<file path="src/logic/sbu_regs.svh">
// register offsets, field positions and timing for the serial bus unit
`ifndef SBU_REGS_SVH
`define SBU_REGS_SVH

// register byte offsets
`define SBU_OFS_CTRL_ONE 8'h00
`define SBU_OFS_CTRL_TWO 8'h04
`define SBU_OFS_STATUS 8'h08
`define SBU_OFS_DATA_BUF 8'h0c
`define SBU_OFS_OWN_ADDR 8'h10

// control_one fields
`define SBU_C1_BC_LSB 0
`define SBU_C1_BC_MSB 2
`define SBU_C1_ACK 4

// control_two fields (status_reg shares the upper positions)
`define SBU_C2_MST 7
`define SBU_C2_TRX 6
`define SBU_C2_BB 5
`define SBU_C2_PIN 4

// reset values and the general call address
`define SBU_RST_BC 3'h0
`define SBU_RST_OWN_ADDR 7'h00
`define SBU_GEN_CALL 8'h00

// timing: scl half period in ns and core clock period in ns
`define SBU_SCL_HALF_NS 5000
`define SBU_CLK_NS 20

`endif

</file>
<file path="src/logic/sbu_pkg.sv">
// types shared by the serial bus unit
package sbu_pkg;

    typedef enum logic [8:0] {
        ST_IDLE = 9'h001,
        ST_START = 9'h002,
        ST_LOW = 9'h004,
        ST_HIGH = 9'h008,
        ST_WAIT = 9'h010,
        ST_STOP_LOW = 9'h020,
        ST_STOP_HIGH = 9'h040,
        ST_SLV_ADDR = 9'h080,
        ST_SLV_ACK = 9'h100
    } sbu_state_e;

    // status_reg layout, msb first
    typedef struct packed {
        logic master_select;
        logic trx;
        logic bus_busy_flag;
        logic pending_release;
        logic rsv;
        logic addressed;
        logic general_call;
        logic last_rx_bit;
    } sbu_status_s;

endpackage

</file>
<file path="src/logic/sbu_core.sv">
// serial bus unit: two-wire master start, address and word transfer; slave start detect, address and ack only
`timescale 1ns/10ps
`include "sbu_regs.svh"

module sbu_core
    import sbu_pkg::*;
(
    input wire logic CORE_CLK_I,
    input wire logic RST_N_I,
    input wire logic WB_CYC_I,
    input wire logic WB_STB_I,
    input wire logic WB_WE_I,
    input wire logic [7:0] WB_ADR_I,
    input wire logic [3:0] WB_SEL_I,
    input wire logic [31:0] WB_DAT_I,
    output logic [31:0] WB_DAT_O,
    output logic WB_ACK_O,
    input wire logic SCL_I,
    output logic SCL_O,
    output logic SCL_OE_O,
    input wire logic SDA_I,
    output logic SDA_O,
    output logic SDA_OE_O,
    output logic SERIAL_BUS_IRQ_O
);

    localparam int HALF_CYC = (`SBU_SCL_HALF_NS + `SBU_CLK_NS - 1) /
        `SBU_CLK_NS;
    localparam logic [8:0] HALF = 9'(HALF_CYC);
    localparam logic [8:0] QUARTER = 9'(HALF_CYC / 2);

    // word length in clocks, zero code meaning a full byte
    function automatic logic [3:0] word_bits(input logic [2:0] bc);
        word_bits = (bc == 3'h0) ? 4'h8 : {1'b0, bc};
    endfunction

    // =========================================================
    // pin synchronisers and bus condition detect
    // =========================================================
    logic scl_s1_q, scl_s2_q, scl_s3_q;
    logic sda_s1_q, sda_s2_q, sda_s3_q;

    // two flops before use; third stage only for edge compare
    always_ff @(posedge CORE_CLK_I or negedge RST_N_I) begin
        if (!RST_N_I) begin
            {scl_s1_q, scl_s2_q, scl_s3_q} <= 3'h7;
            {sda_s1_q, sda_s2_q, sda_s3_q} <= 3'h7;
        end else begin
            {scl_s1_q, scl_s2_q, scl_s3_q} <= {SCL_I, scl_s1_q, scl_s2_q};
            {sda_s1_q, sda_s2_q, sda_s3_q} <= {SDA_I, sda_s1_q, sda_s2_q};
        end
    end

    wire scl_hi = scl_s2_q;
    wire sda_in = sda_s2_q;
    wire scl_rise = scl_s2_q & ~scl_s3_q;
    wire scl_fall = ~scl_s2_q & scl_s3_q;
    wire start_det = scl_s2_q & scl_s3_q & ~sda_s2_q & sda_s3_q;
    wire stop_det = scl_s2_q & scl_s3_q & sda_s2_q & ~sda_s3_q;

    // =========================================================
    // wishbone decode
    // =========================================================
    logic ack_q;
    wire acc = WB_CYC_I & WB_STB_I & ~ack_q;
    wire wr = acc & WB_WE_I & WB_SEL_I[0];
    wire rd = acc & ~WB_WE_I;
    wire [7:0] wdat = WB_DAT_I[7:0];
    wire [7:0] ofs = {WB_ADR_I[7:2], 2'b00};
    wire sel_c1 = (ofs == `SBU_OFS_CTRL_ONE);
    wire sel_c2 = (ofs == `SBU_OFS_CTRL_TWO);
    wire sel_st = (ofs == `SBU_OFS_STATUS);
    wire sel_db = (ofs == `SBU_OFS_DATA_BUF);
    wire sel_oa = (ofs == `SBU_OFS_OWN_ADDR);
    wire db_wr = wr & sel_db;
    wire db_acc = (wr | rd) & sel_db;
    wire c2_wr = wr & sel_c2;

    // =========================================================
    // state
    // =========================================================
    sbu_state_e state_q, state_d;
    logic [8:0] cnt_q, cnt_d;
    logic [3:0] bits_q, bits_d;
    logic [7:0] shift_q, shift_d;
    logic scl_oe_q, scl_oe_d, sda_oe_q, sda_oe_d, sda_nxt_q, sda_nxt_d;
    logic mst_q, mst_d, trx_q, trx_d, bb_q, bb_d, pin_q, pin_d;
    logic aas_q, aas_d, ado_q, ado_d, lrb_q, lrb_d;
    logic word_ack_q, word_ack_d, is_addr_q, is_addr_d, dir_q, dir_d;
    logic irq_d, irq_q;
    logic [2:0] bc_q;
    logic ack_mode_q;
    logic [6:0] own_addr_q;

    wire tdone = (cnt_q == 9'h000);
    wire [8:0] cnt_dec = tdone ? 9'h000 : cnt_q - 9'h001;
    wire [7:0] shift_in = {shift_q[6:0], sda_in};
    wire in_ack = word_ack_q & (bits_q == 4'h1);
    wire next_ack = word_ack_q & (bits_q == 4'h2);
    wire tx_role = is_addr_q | trx_q;
    wire [3:0] new_bits = word_bits(bc_q) + {3'h0, ack_mode_q};
    wire addr_match = (shift_in[7:1] == own_addr_q) |
        (shift_in == `SBU_GEN_CALL);
    wire start_req = c2_wr & wdat[`SBU_C2_MST] & wdat[`SBU_C2_TRX] &
        wdat[`SBU_C2_BB] & wdat[`SBU_C2_PIN] & ~bb_q;
    wire stop_req = c2_wr & wdat[`SBU_C2_MST] & wdat[`SBU_C2_TRX] &
        ~wdat[`SBU_C2_BB] & wdat[`SBU_C2_PIN] & bb_q;

    sbu_status_s status;
    assign status = '{master_select: mst_q, trx: trx_q, bus_busy_flag: bb_q,
        pending_release: pin_q, rsv: 1'b0, addressed: aas_q,
        general_call: ado_q, last_rx_bit: lrb_q};

    // =========================================================
    // next-state logic
    // =========================================================
    // one process so flag set/clear priorities sit side by side
    always_comb begin
        state_d = state_q;
        cnt_d = cnt_dec;
        bits_d = bits_q;
        shift_d = db_wr ? wdat : shift_q;
        scl_oe_d = scl_oe_q;
        sda_oe_d = sda_oe_q;
        sda_nxt_d = sda_nxt_q;
        mst_d = c2_wr ? wdat[`SBU_C2_MST] : mst_q;
        trx_d = c2_wr ? wdat[`SBU_C2_TRX] : trx_q;
        bb_d = bb_q;
        pin_d = pin_q;
        aas_d = db_acc ? 1'b0 : aas_q;
        ado_d = ado_q;
        lrb_d = lrb_q;
        word_ack_d = word_ack_q;
        is_addr_d = is_addr_q;
        dir_d = dir_q;
        irq_d = 1'b0;
        // bus busy follows conditions seen on the wires
        if (start_det | stop_det) begin
            bb_d = start_det;
            ado_d = 1'b0;
        end
        // release set by access or writing one
        if (db_acc | (c2_wr & wdat[`SBU_C2_PIN])) begin
            pin_d = 1'b1;
        end
        unique case (state_q)
            ST_IDLE: begin
                scl_oe_d = 1'b0;
                sda_oe_d = 1'b0;
                if (start_req) begin
                    state_d = ST_START;
                    cnt_d = HALF;
                    sda_oe_d = 1'b1;
                end else if (start_det & ~mst_q) begin
                    state_d = ST_SLV_ADDR;
                    bits_d = 4'h8;
                end
            end
            ST_START: begin
                // nine clocks for address plus ack
                if (tdone) begin
                    state_d = ST_LOW;
                    cnt_d = HALF;
                    scl_oe_d = 1'b1;
                    bits_d = 4'h9;
                    word_ack_d = 1'b1;
                    is_addr_d = 1'b1;
                    dir_d = shift_q[0];
                    sda_nxt_d = ~shift_q[7];
                end
            end
            ST_LOW: begin
                // data moves mid-low so it never changes near an edge
                if (cnt_q == QUARTER) begin
                    sda_oe_d = sda_nxt_q;
                end
                if (tdone) begin
                    state_d = ST_HIGH;
                    cnt_d = HALF;
                    scl_oe_d = 1'b0;
                end
            end
            ST_HIGH: begin
                if (!scl_hi) begin
                    // another device stretching; restart the high time
                    cnt_d = HALF;
                end else if (tdone) begin
                    state_d = ST_LOW;
                    cnt_d = HALF;
                    scl_oe_d = 1'b1;
                    bits_d = bits_q - 4'h1;
                    // ack or last bit into the flag
                    lrb_d = sda_in;
                    if (!in_ack) begin
                        shift_d = shift_in;
                    end
                    if (bits_q == 4'h1) begin
                        // irq and clear release on last falling edge
                        // sda is let go in the wait state, not on this edge
                        state_d = ST_WAIT;
                        irq_d = 1'b1;
                        if (is_addr_q & ~sda_in) begin
                            trx_d = ~dir_q;
                        end
                    end else if (next_ack) begin
                        // receiver acks; no ack leaves high
                        sda_nxt_d = ~tx_role & ack_mode_q;
                    end else begin
                        sda_nxt_d = tx_role & ~shift_in[7];
                    end
                end
            end
            ST_WAIT: begin
                scl_oe_d = 1'b1;
                sda_oe_d = 1'b0;
                // slave lets scl go a full low time after release
                if (!pin_q) begin
                    cnt_d = HALF;
                end
                if (stop_req) begin
                    state_d = ST_STOP_LOW;
                    cnt_d = HALF;
                    scl_oe_d = 1'b1;
                    sda_oe_d = 1'b1;
                end else if (pin_q & mst_q) begin
                    state_d = ST_LOW;
                    cnt_d = HALF;
                    scl_oe_d = 1'b1;
                    bits_d = new_bits;
                    word_ack_d = ack_mode_q;
                    is_addr_d = 1'b0;
                    sda_nxt_d = trx_q & ~shift_q[7];
                end else if (pin_q & tdone) begin
                    state_d = ST_IDLE;
                end
            end
            ST_STOP_LOW: begin
                if (tdone) begin
                    state_d = ST_STOP_HIGH;
                    cnt_d = HALF;
                    scl_oe_d = 1'b0;
                end
            end
            ST_STOP_HIGH: begin
                // wait for scl to be let go by others
                if (!scl_hi) begin
                    cnt_d = HALF;
                end else if (tdone) begin
                    state_d = ST_IDLE;
                    sda_oe_d = 1'b0;
                    mst_d = 1'b0;
                    trx_d = 1'b0;
                end
            end
            ST_SLV_ADDR: begin
                if (stop_det) begin
                    state_d = ST_IDLE;
                end else if (scl_rise) begin
                    shift_d = shift_in;
                    lrb_d = sda_in; // last bit seen on a rising clock
                    bits_d = bits_q - 4'h1;
                    if (bits_q == 4'h1) begin
                        state_d = ST_SLV_ACK;
                        is_addr_d = addr_match;
                        dir_d = sda_in;
                    end
                end
            end
            ST_SLV_ACK: begin
                // ack the ninth clock on a match
                if (scl_fall & (bits_q == 4'h0)) begin
                    sda_oe_d = is_addr_q;
                    bits_d = 4'h1;
                    if (!is_addr_q) begin
                        state_d = ST_IDLE;
                    end
                end else if (scl_fall) begin
                    state_d = ST_WAIT;
                    sda_oe_d = 1'b0;
                    scl_oe_d = 1'b1;
                    irq_d = 1'b1;
                    aas_d = 1'b1;
                    ado_d = (shift_q == `SBU_GEN_CALL);
                    trx_d = dir_q;
                end
            end
            default: begin
                state_d = ST_IDLE;
            end
        endcase
        // word end clears release; hardware wins
        if (irq_d) begin
            pin_d = 1'b0;
        end
    end

    // =========================================================
    // registers
    // =========================================================
    always_ff @(posedge CORE_CLK_I or negedge RST_N_I) begin
        if (!RST_N_I) begin
            state_q <= ST_IDLE;
            cnt_q <= 9'h000;
            bits_q <= 4'h0;
            shift_q <= 8'h00;
            {scl_oe_q, sda_oe_q, sda_nxt_q} <= 3'h0;
            {mst_q, trx_q, bb_q, pin_q} <= 4'h1;
            {aas_q, ado_q, lrb_q, irq_q} <= 4'h0;
            {word_ack_q, is_addr_q, dir_q} <= 3'h0;
        end else begin
            state_q <= state_d;
            cnt_q <= cnt_d;
            bits_q <= bits_d;
            shift_q <= shift_d;
            {scl_oe_q, sda_oe_q, sda_nxt_q} <= {scl_oe_d, sda_oe_d, sda_nxt_d};
            {mst_q, trx_q, bb_q, pin_q} <= {mst_d, trx_d, bb_d, pin_d};
            {aas_q, ado_q, lrb_q, irq_q} <= {aas_d, ado_d, lrb_d, irq_d};
            {word_ack_q, is_addr_q, dir_q} <= {word_ack_d, is_addr_d, dir_d};
        end
    end

    // software configuration registers
    always_ff @(posedge CORE_CLK_I or negedge RST_N_I) begin
        if (!RST_N_I) begin
            bc_q <= `SBU_RST_BC;
            ack_mode_q <= 1'b0;
            own_addr_q <= `SBU_RST_OWN_ADDR;
        end else begin
            if (wr & sel_c1) begin
                bc_q <= wdat[`SBU_C1_BC_MSB:`SBU_C1_BC_LSB];
                ack_mode_q <= wdat[`SBU_C1_ACK];
            end
            if (wr & sel_oa) begin
                own_addr_q <= wdat[6:0];
            end
        end
    end

    // read mux; unmapped offsets answer with zero
    // buffer read shows raw shift contents
    wire [7:0] rd_byte = sel_c1 ? {3'h0, ack_mode_q, 1'b0, bc_q} :
        (sel_c2 | sel_st) ? status :
        sel_db ? shift_q :
        sel_oa ? {1'b0, own_addr_q} : 8'h00;

    // single-wait-state ack, data registered with it
    always_ff @(posedge CORE_CLK_I or negedge RST_N_I) begin
        if (!RST_N_I) begin
            ack_q <= 1'b0;
            WB_DAT_O <= 32'h0000_0000;
        end else begin
            ack_q <= acc;
            WB_DAT_O <= {24'h00_0000, rd_byte};
        end
    end

    assign WB_ACK_O = ack_q;
    // open drain: only ever pull low
    assign SCL_O = 1'b0;
    assign SDA_O = 1'b0;
    assign SCL_OE_O = scl_oe_q;
    assign SDA_OE_O = sda_oe_q;
    assign SERIAL_BUS_IRQ_O = irq_q;

endmodule

</file>
<file path="config.mk">
export PLATFORM = sky130hd
export DESIGN_NAME = sbu_core
export DESIGN_NICKNAME = d
export VERILOG_FILES = /design/src/logic/sbu_pkg.sv /design/src/logic/sbu_core.sv
export VERILOG_INCLUDE_DIRS = /design/src /design/src/logic
export SDC_FILE = /design/constraint.sdc
export NUM_CORES = 1
export LEC_CHECK = 0
export BUFFER_PORTS_ARGS = -buffer_cell sky130_fd_sc_hd__buf_2
export CORE_ASPECT_RATIO = 0.8
export CORE_MARGIN = 4
export CORE_UTILIZATION = 35
export DETAILED_ROUTE_END_ITERATION = 10
export GPL_TIMING_DRIVEN = 0
export PLACE_DENSITY = 0.52
export REMOVE_ABC_BUFFERS = 1
export SETUP_SLACK_MARGIN = 0.1
export SYNTH_ARGS = -nofsm -noshare
export SYNTH_HDL_FRONTEND = slang
export SYNTH_SLANG_ARGS = --single-unit
export TNS_END_PERCENT = 10
</file>
<file path="constraint.sdc">
create_clock -name CORE_CLK_I -period 5.38 [get_ports CORE_CLK_I]
set_clock_uncertainty 0.1 [all_clocks]
set_input_delay 0.807 -clock CORE_CLK_I [delete_from_list [all_inputs] [get_ports CORE_CLK_I]]
set_output_delay 0.807 -clock CORE_CLK_I [all_outputs]
set_load 0.01 [all_outputs]
</file>
==> metrics.md, run 1 <==
| Metric | Value |
|---|---|
| Layout cells sized above 1 | 0.183 |
| Ys async rst share | 1.00 |
| Setup TNS | 0 ps |
| Placement Setup Slack | 2130 ps |
| Slowest Stage Delay on Critical Path | 880 ps |
| Routed WL | 13.3 mm |
| Pwr dens | 320 nW/um2 |
| Root Buffer Master | clkbuf_16 |
| Num CTS Buffers | 9 |
| Main synth FF type | dfrtp_1 |
| WL/cell | 18.6 um |
| Vias in the first global route | between 3,000 and 4,000 |
| Antenna Cells | 0 |
| H-Tree Depth | 3 |
| Initial Util | 0.362 |
| Die area | 15,400 um2 |
| Syn Inst Count | 514 |
| Resize count post-CTS | 0 |
| Reg2reg start | state_q[5]$_DFFE_PN0P_ |
| Netlist Area Pre-Place | 4730 um2 |
| Area delta synth->final | 10.7% |
| Post-CTS Setup Inserts | 0 |
| Final Cycle Share | 0.566 |
| First-pass GRT wire length | approximately 21 mm |
| Util after Layout | 0.401 |
| Clock buffer depth | 2 |
| WP depth | 5 |
| Sequential area share after synthesis | 0.372 |
| Clock latency on the worst-skew pair | 340 ps |
| Relative max-transition margin | 0.216 |
| Worst Path Buf+Inv | 0 |
| Worst-path clk slew | 60 ps |
| Largest net degree at the start of global routing | 62 |
| Hold Crit Class | in2async |
| CTS tree | built |
| Status | finished, final reports clean |
| Gr usage total | 0.179 |
| Flops & latches, synth | 70 |
| Sw frac | 0.332 |
| IO Count | slightly below 90 |
| Critical Path, Cell by Cell | nor4_2 -> o2111ai_1 -> nand3_1 -> nor3b_2 -> mux2_4 |
| Vias | 3,990 |
| # nets final | just under 600 |
| Min Tclk post-route | 3050 ps |
| Die W | 138 um |
| Via/cell ratio | about 5.6 |
| CP Launch Type | flop |
| Power Internal | approximately 1.1 mW |
| Total grt overflow | 0 |
| Clk pwr share | 0.367 |
| Post-synthesis average cell area | between 9 and 10 um2 |
| Switching power of the nets | between 0.5 and 0.6 mW |
| Clk sinks | 70 |
| RSZ-0062 raised after global routing | false |
| Data arrival, critical path | between 3000 and 4000 ps |
| Die height | 112 um |
| Cell leakage power | 2.27 nW |
| Iter 0 DRT Violations | 389 |
| VDD IR-drop max | between 0.0001 and 0.00015 V |
| Leading area contributor after synthesis | dfrtp_1 |
| CP Max Fanout | 14 |
| Site Rows | 37 |
| CP max stage cell | nor4_2 |
| Drt pass-1 iters | 5 |
| Worst Path Required | 5500 ps |
| Initial antenna violation count | 0 |
| CP Class | reg2reg |
| Worst Setup Slack, final | between 2000 and 2500 ps |
| CP endpoint kind | flop |
| Reg power frac | 0.397 |
| # setup viols final | 0 |
| Max_cap viols | 0 |
| Max Slew Vio Count | 0 |
| DP HPWL | 10.1 mm |
| Worst-Margin Slew | 1170 ps |
| Port Buffers | 33 |
| Syn. warnings | 0 |
| Final GP Congestion | approximately 0.9 |
| Synth cell types | 77 |
| Hold_ws | 190 ps |
| Synth top area share | 0.328 |
| Hold Buf Count CTS | 0 |
| Combinational share of power | 0.235 |
| Core Area | roughly 13,000 um2 |
| CP top delay family | simple AND/OR/NAND/NOR gates |
| Path depth of the worst reg2reg path | 5 |
| Ranking of synthesized cells by area | dfrtp_1, mux2i_1, dfstp_2 |
| Post-synth EDFFs | 0 |
| Drc violations | 0 |
| Final Hold Fails | 0 |
| Post-route ant nets | 0 |
| Fmax | 328 MHz |
| RR Endpoint | bits_q[3]$_DFFE_PN0P_ |
| Reg2reg setup slack | around 2300 ps |
## layer usage
layer  global-route usage  part of all wire  vias up
met4               0.0421             0.011        0
li1                     -                 -     1888
met3               0.0393             0.071       10
met2                0.247              0.43      129
met1                0.282              0.49     1963
met5                    0                 0        -
## flip-flops by register name (all words and copies together) (netlist names), 3 cells and up
signal,flops
state_q,9
own_addr_q,7
WB_DAT_O,8
bc_q,3
shift_q,8
bits_q,4
cnt_q,9
## how the worst max path moves through the flow
stage | start | end | slack [ps]
floorplan | WB_ADR_I[4] | bits_q[3]$_DFFE_PN0P_ | 2740
CTS | cnt_q[0]$_DFF_PN0_ | state_q[6]$_DFFE_PN0P_ | 2380
global route | cnt_q[0]$_DFF_PN0_ | state_q[6]$_DFFE_PN0P_ | 2150
global placement | WB_ADR_I[2] | own_addr_q[0]$_DFFE_PN0P_ | 1760
detailed placement | WB_ADR_I[4] | bc_q[1]$_DFFE_PN0P_ | 2130
finish | state_q[5]$_DFFE_PN0P_ | bits_q[3]$_DFFE_PN0P_ | 2330
## layout by cell type, fill, tap and decap left out, types with 3 or more instances in the layout
cell type	count
nand3_1	18
dfstp_2	8
conb_1	26
mux2_2	14
o22ai_1	3
xnor2_1	11
or3_1	6
nor2_1	44
inv_1	16
o211ai_1	4
nor4_1	9
o221ai_1	3
nor2b_1	8
a31oi_1	3
a21oi_1	28
clkbuf_16	9
o21ai_0	36
o31ai_1	3
ha_1	7
a22oi_1	4
mux2i_1	23
and3_1	6
xor2_1	9
nor3_1	18
a21o_1	3
nand4b_1	3
a211oi_1	3
nand4_1	14
dfrtp_1	62
nand2_1	34
buf_2	32
o21a_1	3
nand2b_1	5
## per-stage QoR
step	power, mW	instances	area (um2)
after floorplan	0.939	490	4510
after global placement	1.06	698	4890
after detailed placement	1.07	699	4930
after CTS	1.69	715	5240
after global routing	1.77	715	5240
final	1.68	715	5240
## cell type report
type | count | area, um2
flip-flops and latches | 70 | 1760
inverters | 16 | 60.1
well taps | 175 | 219
clock inverters | 7 | 80.1
clock buffers | 9 | 225
repair buffers | 34 | 195
multi-input cells | 404 | 2690
fillers | 1331 | 7820
## kinds of logic after synthesis
logic type / share of synthesized area
xor+xnor: 0.0370
compound gates: 0.169
buf+inv: 0.0791
fa+ha+maj: 0.0185
flops: 0.372
mux: 0.0876
other cells: 0.000793
simple gates: 0.235
## power groups by stage
stage               registers, mW  logic, mW  clock network [mW]
floorplan                   0.652      0.287                   0
global placement            0.673      0.383                   0
detailed placement          0.675      0.390                   0
CTS                         0.665      0.394               0.633
global route                0.678      0.441               0.654
finish                      0.666      0.394               0.616
## synth_stat cells, types with 5 or more instances
master / count
dfstp_2: 8
dfrtp_1: 62
clkbuf_1: 8
a21oi_1: 28
o21ai_0: 36
buf_2: 11
nor2_1: 44
xnor2_1: 11
buf_4: 27
nand4_1: 14
nor2b_1: 8
nand3_1: 18
inv_1: 16
nand2b_1: 5
nor4_1: 9
ha_1: 7
nor3_1: 18
mux2i_1: 23
or3_1: 6
xor2_1: 9
mux2_2: 14
and3_1: 6
nand2_1: 34
Note: power is estimated with default switching activity, not from simulation.
==> inputs of run 2 (changes only) <==
--- a/config.mk
+++ b/config.mk
@@ -6,13 +6,14 @@
 export SDC_FILE = /design/constraint.sdc
 export NUM_CORES = 1
 export LEC_CHECK = 0
+export ABC_AREA = 1
 export BUFFER_PORTS_ARGS = -buffer_cell sky130_fd_sc_hd__buf_2
 export CORE_ASPECT_RATIO = 0.8
 export CORE_MARGIN = 4
 export CORE_UTILIZATION = 35
 export DETAILED_ROUTE_END_ITERATION = 10
 export GPL_TIMING_DRIVEN = 0
-export PLACE_DENSITY = 0.52
+export PLACE_DENSITY = 0.54
 export REMOVE_ABC_BUFFERS = 1
 export SETUP_SLACK_MARGIN = 0.1
 export SYNTH_ARGS = -nofsm -noshare
==> constraint.sdc (replaced) <==
create_clock -name CORE_CLK_I -period 2.8 [get_ports CORE_CLK_I]
set_clock_uncertainty 0.1 [all_clocks]
set_input_delay 0.42 -clock CORE_CLK_I [delete_from_list [all_inputs] [get_ports CORE_CLK_I]]
set_output_delay 0.42 -clock CORE_CLK_I [all_outputs]
set_load 0.01 [all_outputs]
==> metrics.md, run 2 <==
| Metric | Value |
|---|---|
| RSZ-0062 raised after global routing | false |
| CTS tree | built |
| VDD IR-drop max | 0.000290 V |
| WL/cell | ~15 um |
| Gr usage total | 0.180 |
| Layout cells sized above 1 | 0.147 |
| Num CTS Buffers | 9 |
| Port Buffers | 33 |
| Die W | around 140 um |
| Reg2reg start | cnt_q[0]$_DFF_PN0_ |
| Syn. warnings | 0 |
| Synth cell types | 39 |
| CP Launch Type | flop |
| CP endpoint kind | flop |
| Netlist Area Pre-Place | 4630 um2 |
| DP HPWL | 10.4 mm |
| Relative max-transition margin | 0.462 |
| Hold_ws | 83.6 ps |
| Ranking of synthesized cells by area | dfrtp_1, nand2_1, inv_1 |
| CP max stage cell | dfrtp_1 |
| Post-route ant nets | 0 |
| Flops & latches, synth | 70 |
| CP Class | reg2reg |
| Initial Util | 0.358 |
| Biggest regs | cnt_q: 9 flops, state_q: 9 flops |
| Vias | 4,292 |
| Post-synth EDFFs | 0 |
| Leading area contributor after synthesis | dfrtp_1 |
| Iter 0 DRT Violations | 380 |
| Max Slew Vio Count | 0 |
| Vias in the first global route | 4,005 |
| Most frequent cells in the layout | nand2_1, inv_1, dfrtp_1 |
| Final Cycle Share | 0.897 |
| Largest net degree at the start of global routing | between 50 and 60 |
| Pwr dens | 845 nW/um2 |
| Data arrival, critical path | between 2000 and 3000 ps |
| Worst Path Required | approximately 2900 ps |
| Worst-path clk slew | 60 ps |
| WP depth | 13 |
| Total grt overflow | 0 |
| Final Cell Area | 5230 um2 |
| Status | finished, final reports clean |
| CP endpoint | bits_q[1]$_DFFE_PN0P_ |
| Hold Crit Class | in2reg |
| Fmax | between 300 and 400 MHz |
| Sequential area share after synthesis | 0.381 |
| Clk pwr share | 0.265 |
| Root Buffer Master | clkbuf_16 |
| Placed Area | slightly below 5000 um2 |
| Worst-Margin Slew | 804 ps |
| Top Usage Layer GRT | met1 |
| Routed WL | 13.3 mm |
| Cell leakage power | about 2.7 nW |
| Via/cell ratio | 4.97 |
| Drc violations | 0 |
| Most common cell after layout, fill and taps aside | nand2_1 |
| Path depth of the worst reg2reg path | 13 |
| Power Internal | 2.60 mW |
| Main synth FF type | dfrtp_1 |
| Drt pass-1 iters | 5 |
| IO Count | 89 |
| Final Hold Fails | 0 |
| Clock latency on the worst-skew pair | 330 ps |
| Final GP Congestion | between 0.9 and 1 |
| Initial antenna violation count | 0 |
| Clk sinks | 70 |
| Most Frequent Cell on Critical Path | nand2_1 |
| CP top delay family | simple AND/OR/NAND/NOR gates |
| Slowest Stage Delay on Critical Path | about 390 ps |
| Util after Layout | 0.405 |
| Global routing usage on met3 | 0.0495 |
| H-Tree Depth | 3 |
| # setup viols final | 0 |
| First-pass GRT wire length | about 21 mm |
| Max_cap viols | 0 |
| Critical Path, Cell by Cell | inv_1 -> ha_1 -> nand3_2 -> nor2_1 -> nand2_4 -> nor2_4 -> inv_2 -> nand2_2 -> nand2_1 -> nor2_2 -> nand2_2 -> nand2_1 -> nand2_1 |
| RR Endpoint | bits_q[1]$_DFFE_PN0P_ |
| Clock buffer depth | 2 |
| Reg power frac | 0.332 |
| Area delta synth->final | 13.0% |
| Synth top area share | 0.335 |
| Min Tclk post-route | roughly 2500 ps |
| Top-count cell post-synth | nand2_1 |
| Core Area | 12,900 um2 |
| Met1 Use GR | 0.280 |
| Ys async rst share | 1.00 |
| Die area | 15,100 um2 |
| Met2 Use GR | 0.242 |
| Combinational share of power | 0.403 |
| Post-synthesis average cell area | 7.16 um2 |
| Setup TNS | 0 ps |
| Switching power of the nets | 1.82 mW |
| Die height | 111 um |
| Top cells by count, synth | nand2_1, inv_1, dfrtp_1, nor2_1, nand3_1 |
| Post-CTS Setup Inserts | 0 |
| Reg2reg setup slack | about 290 ps |
| Syn Inst Count | 646 |
| Fillers | 1,347 |
| Antenna Cells | 0 |
| CP Max Fanout | 18 |
| Worst Path Buf+Inv | 2 |
| # nets final | 741 |
| Critical Path Start | cnt_q[0]$_DFF_PN0_ |
| Site Rows | 37 |
| Sw frac | 0.411 |
run 2: final cells by class:
cell class,count,area [um2],share of cell area
inverters,89,334,0.0639
well taps,175,219,0.0419
flip-flops and latches,70,1760,0.337
multi-input cells,478,2400,0.459
repair buffers,35,205,0.0392
clock buffers,11,253,0.0483
clock inverters,5,57.6,0.0110
run 2: worst reg2reg max path, delay by kind of cell, from the launching register on:
kind                       cells  cell delay (ps)
and+or+nand+nor               10             1500
DFF                            1              390
adders and majority gates      1              220
buffers and inverters          2              200
run 2: worst min path at each step:
stage	startpoint	end	slack, ps	cells past startpoint
4_1_cts	SCL_I	scl_s1_q$_DFF_PN1_	70	1
5_1_grt	SCL_I	scl_s1_q$_DFF_PN1_	70	1
6_report	SCL_I	scl_s1_q$_DFF_PN1_	80	1
3_5_place_dp	RST_N_I	own_addr_q[1]$_DFFE_PN0P_	210	1
2_1_floorplan	RST_N_I	SCL_OE_O$_DFFE_PN0P_	20	0
3_3_place_gp	sda_s1_q$_DFF_PN1_	sda_in$_DFF_PN1_	250	0
run 2: metal layers:
layer  part of all wire  vias up  wire [um]
met2               0.40      171       5370
met1               0.50     2005       6700
li1                   -     2103          -
met5                  0        -          0
met4             0.0080        0        107
met3              0.086       13       1150
run 2: cells by family after synthesis:
group | share of synthesized area
buffers and inverters | 0.124
multiplexers | 0.00243
AO/OA/AOI/OAI | 0.105
other | 0.000810
adder cells (fa/ha/maj) | 0.0189
XOR/XNOR | 0.0284
AND/OR/NAND/NOR | 0.340
flip-flops | 0.381
run 2: per-stage QoR:
stage | power, mW | setup slack (ps) | instances
floorplan | 2.74 | 784 | 637
global placement | 3.20 | 62.6 | 845
detailed placement | 3.23 | 113 | 846
CTS | 4.43 | 221 | 863
global route | 4.76 | 88.8 | 863
finish | 4.42 | 287 | 863
run 2: power by group through the flow:
stage | Sequential [mW] | Clock (mW) | Combinational, mW
after floorplan | 1.43 | 0 | 1.30
after global placement | 1.48 | 0 | 1.72
after detailed placement | 1.48 | 0 | 1.74
after CTS | 1.47 | 1.21 | 1.75
after global routing | 1.50 | 1.26 | 1.99
final | 1.47 | 1.17 | 1.78
run 2: repair_timing:
action,in CTS,in global routing
setup endpoints to repair,3,6
resized for setup,1,2
hold endpoints to repair,16,0
hold buffers,1,0
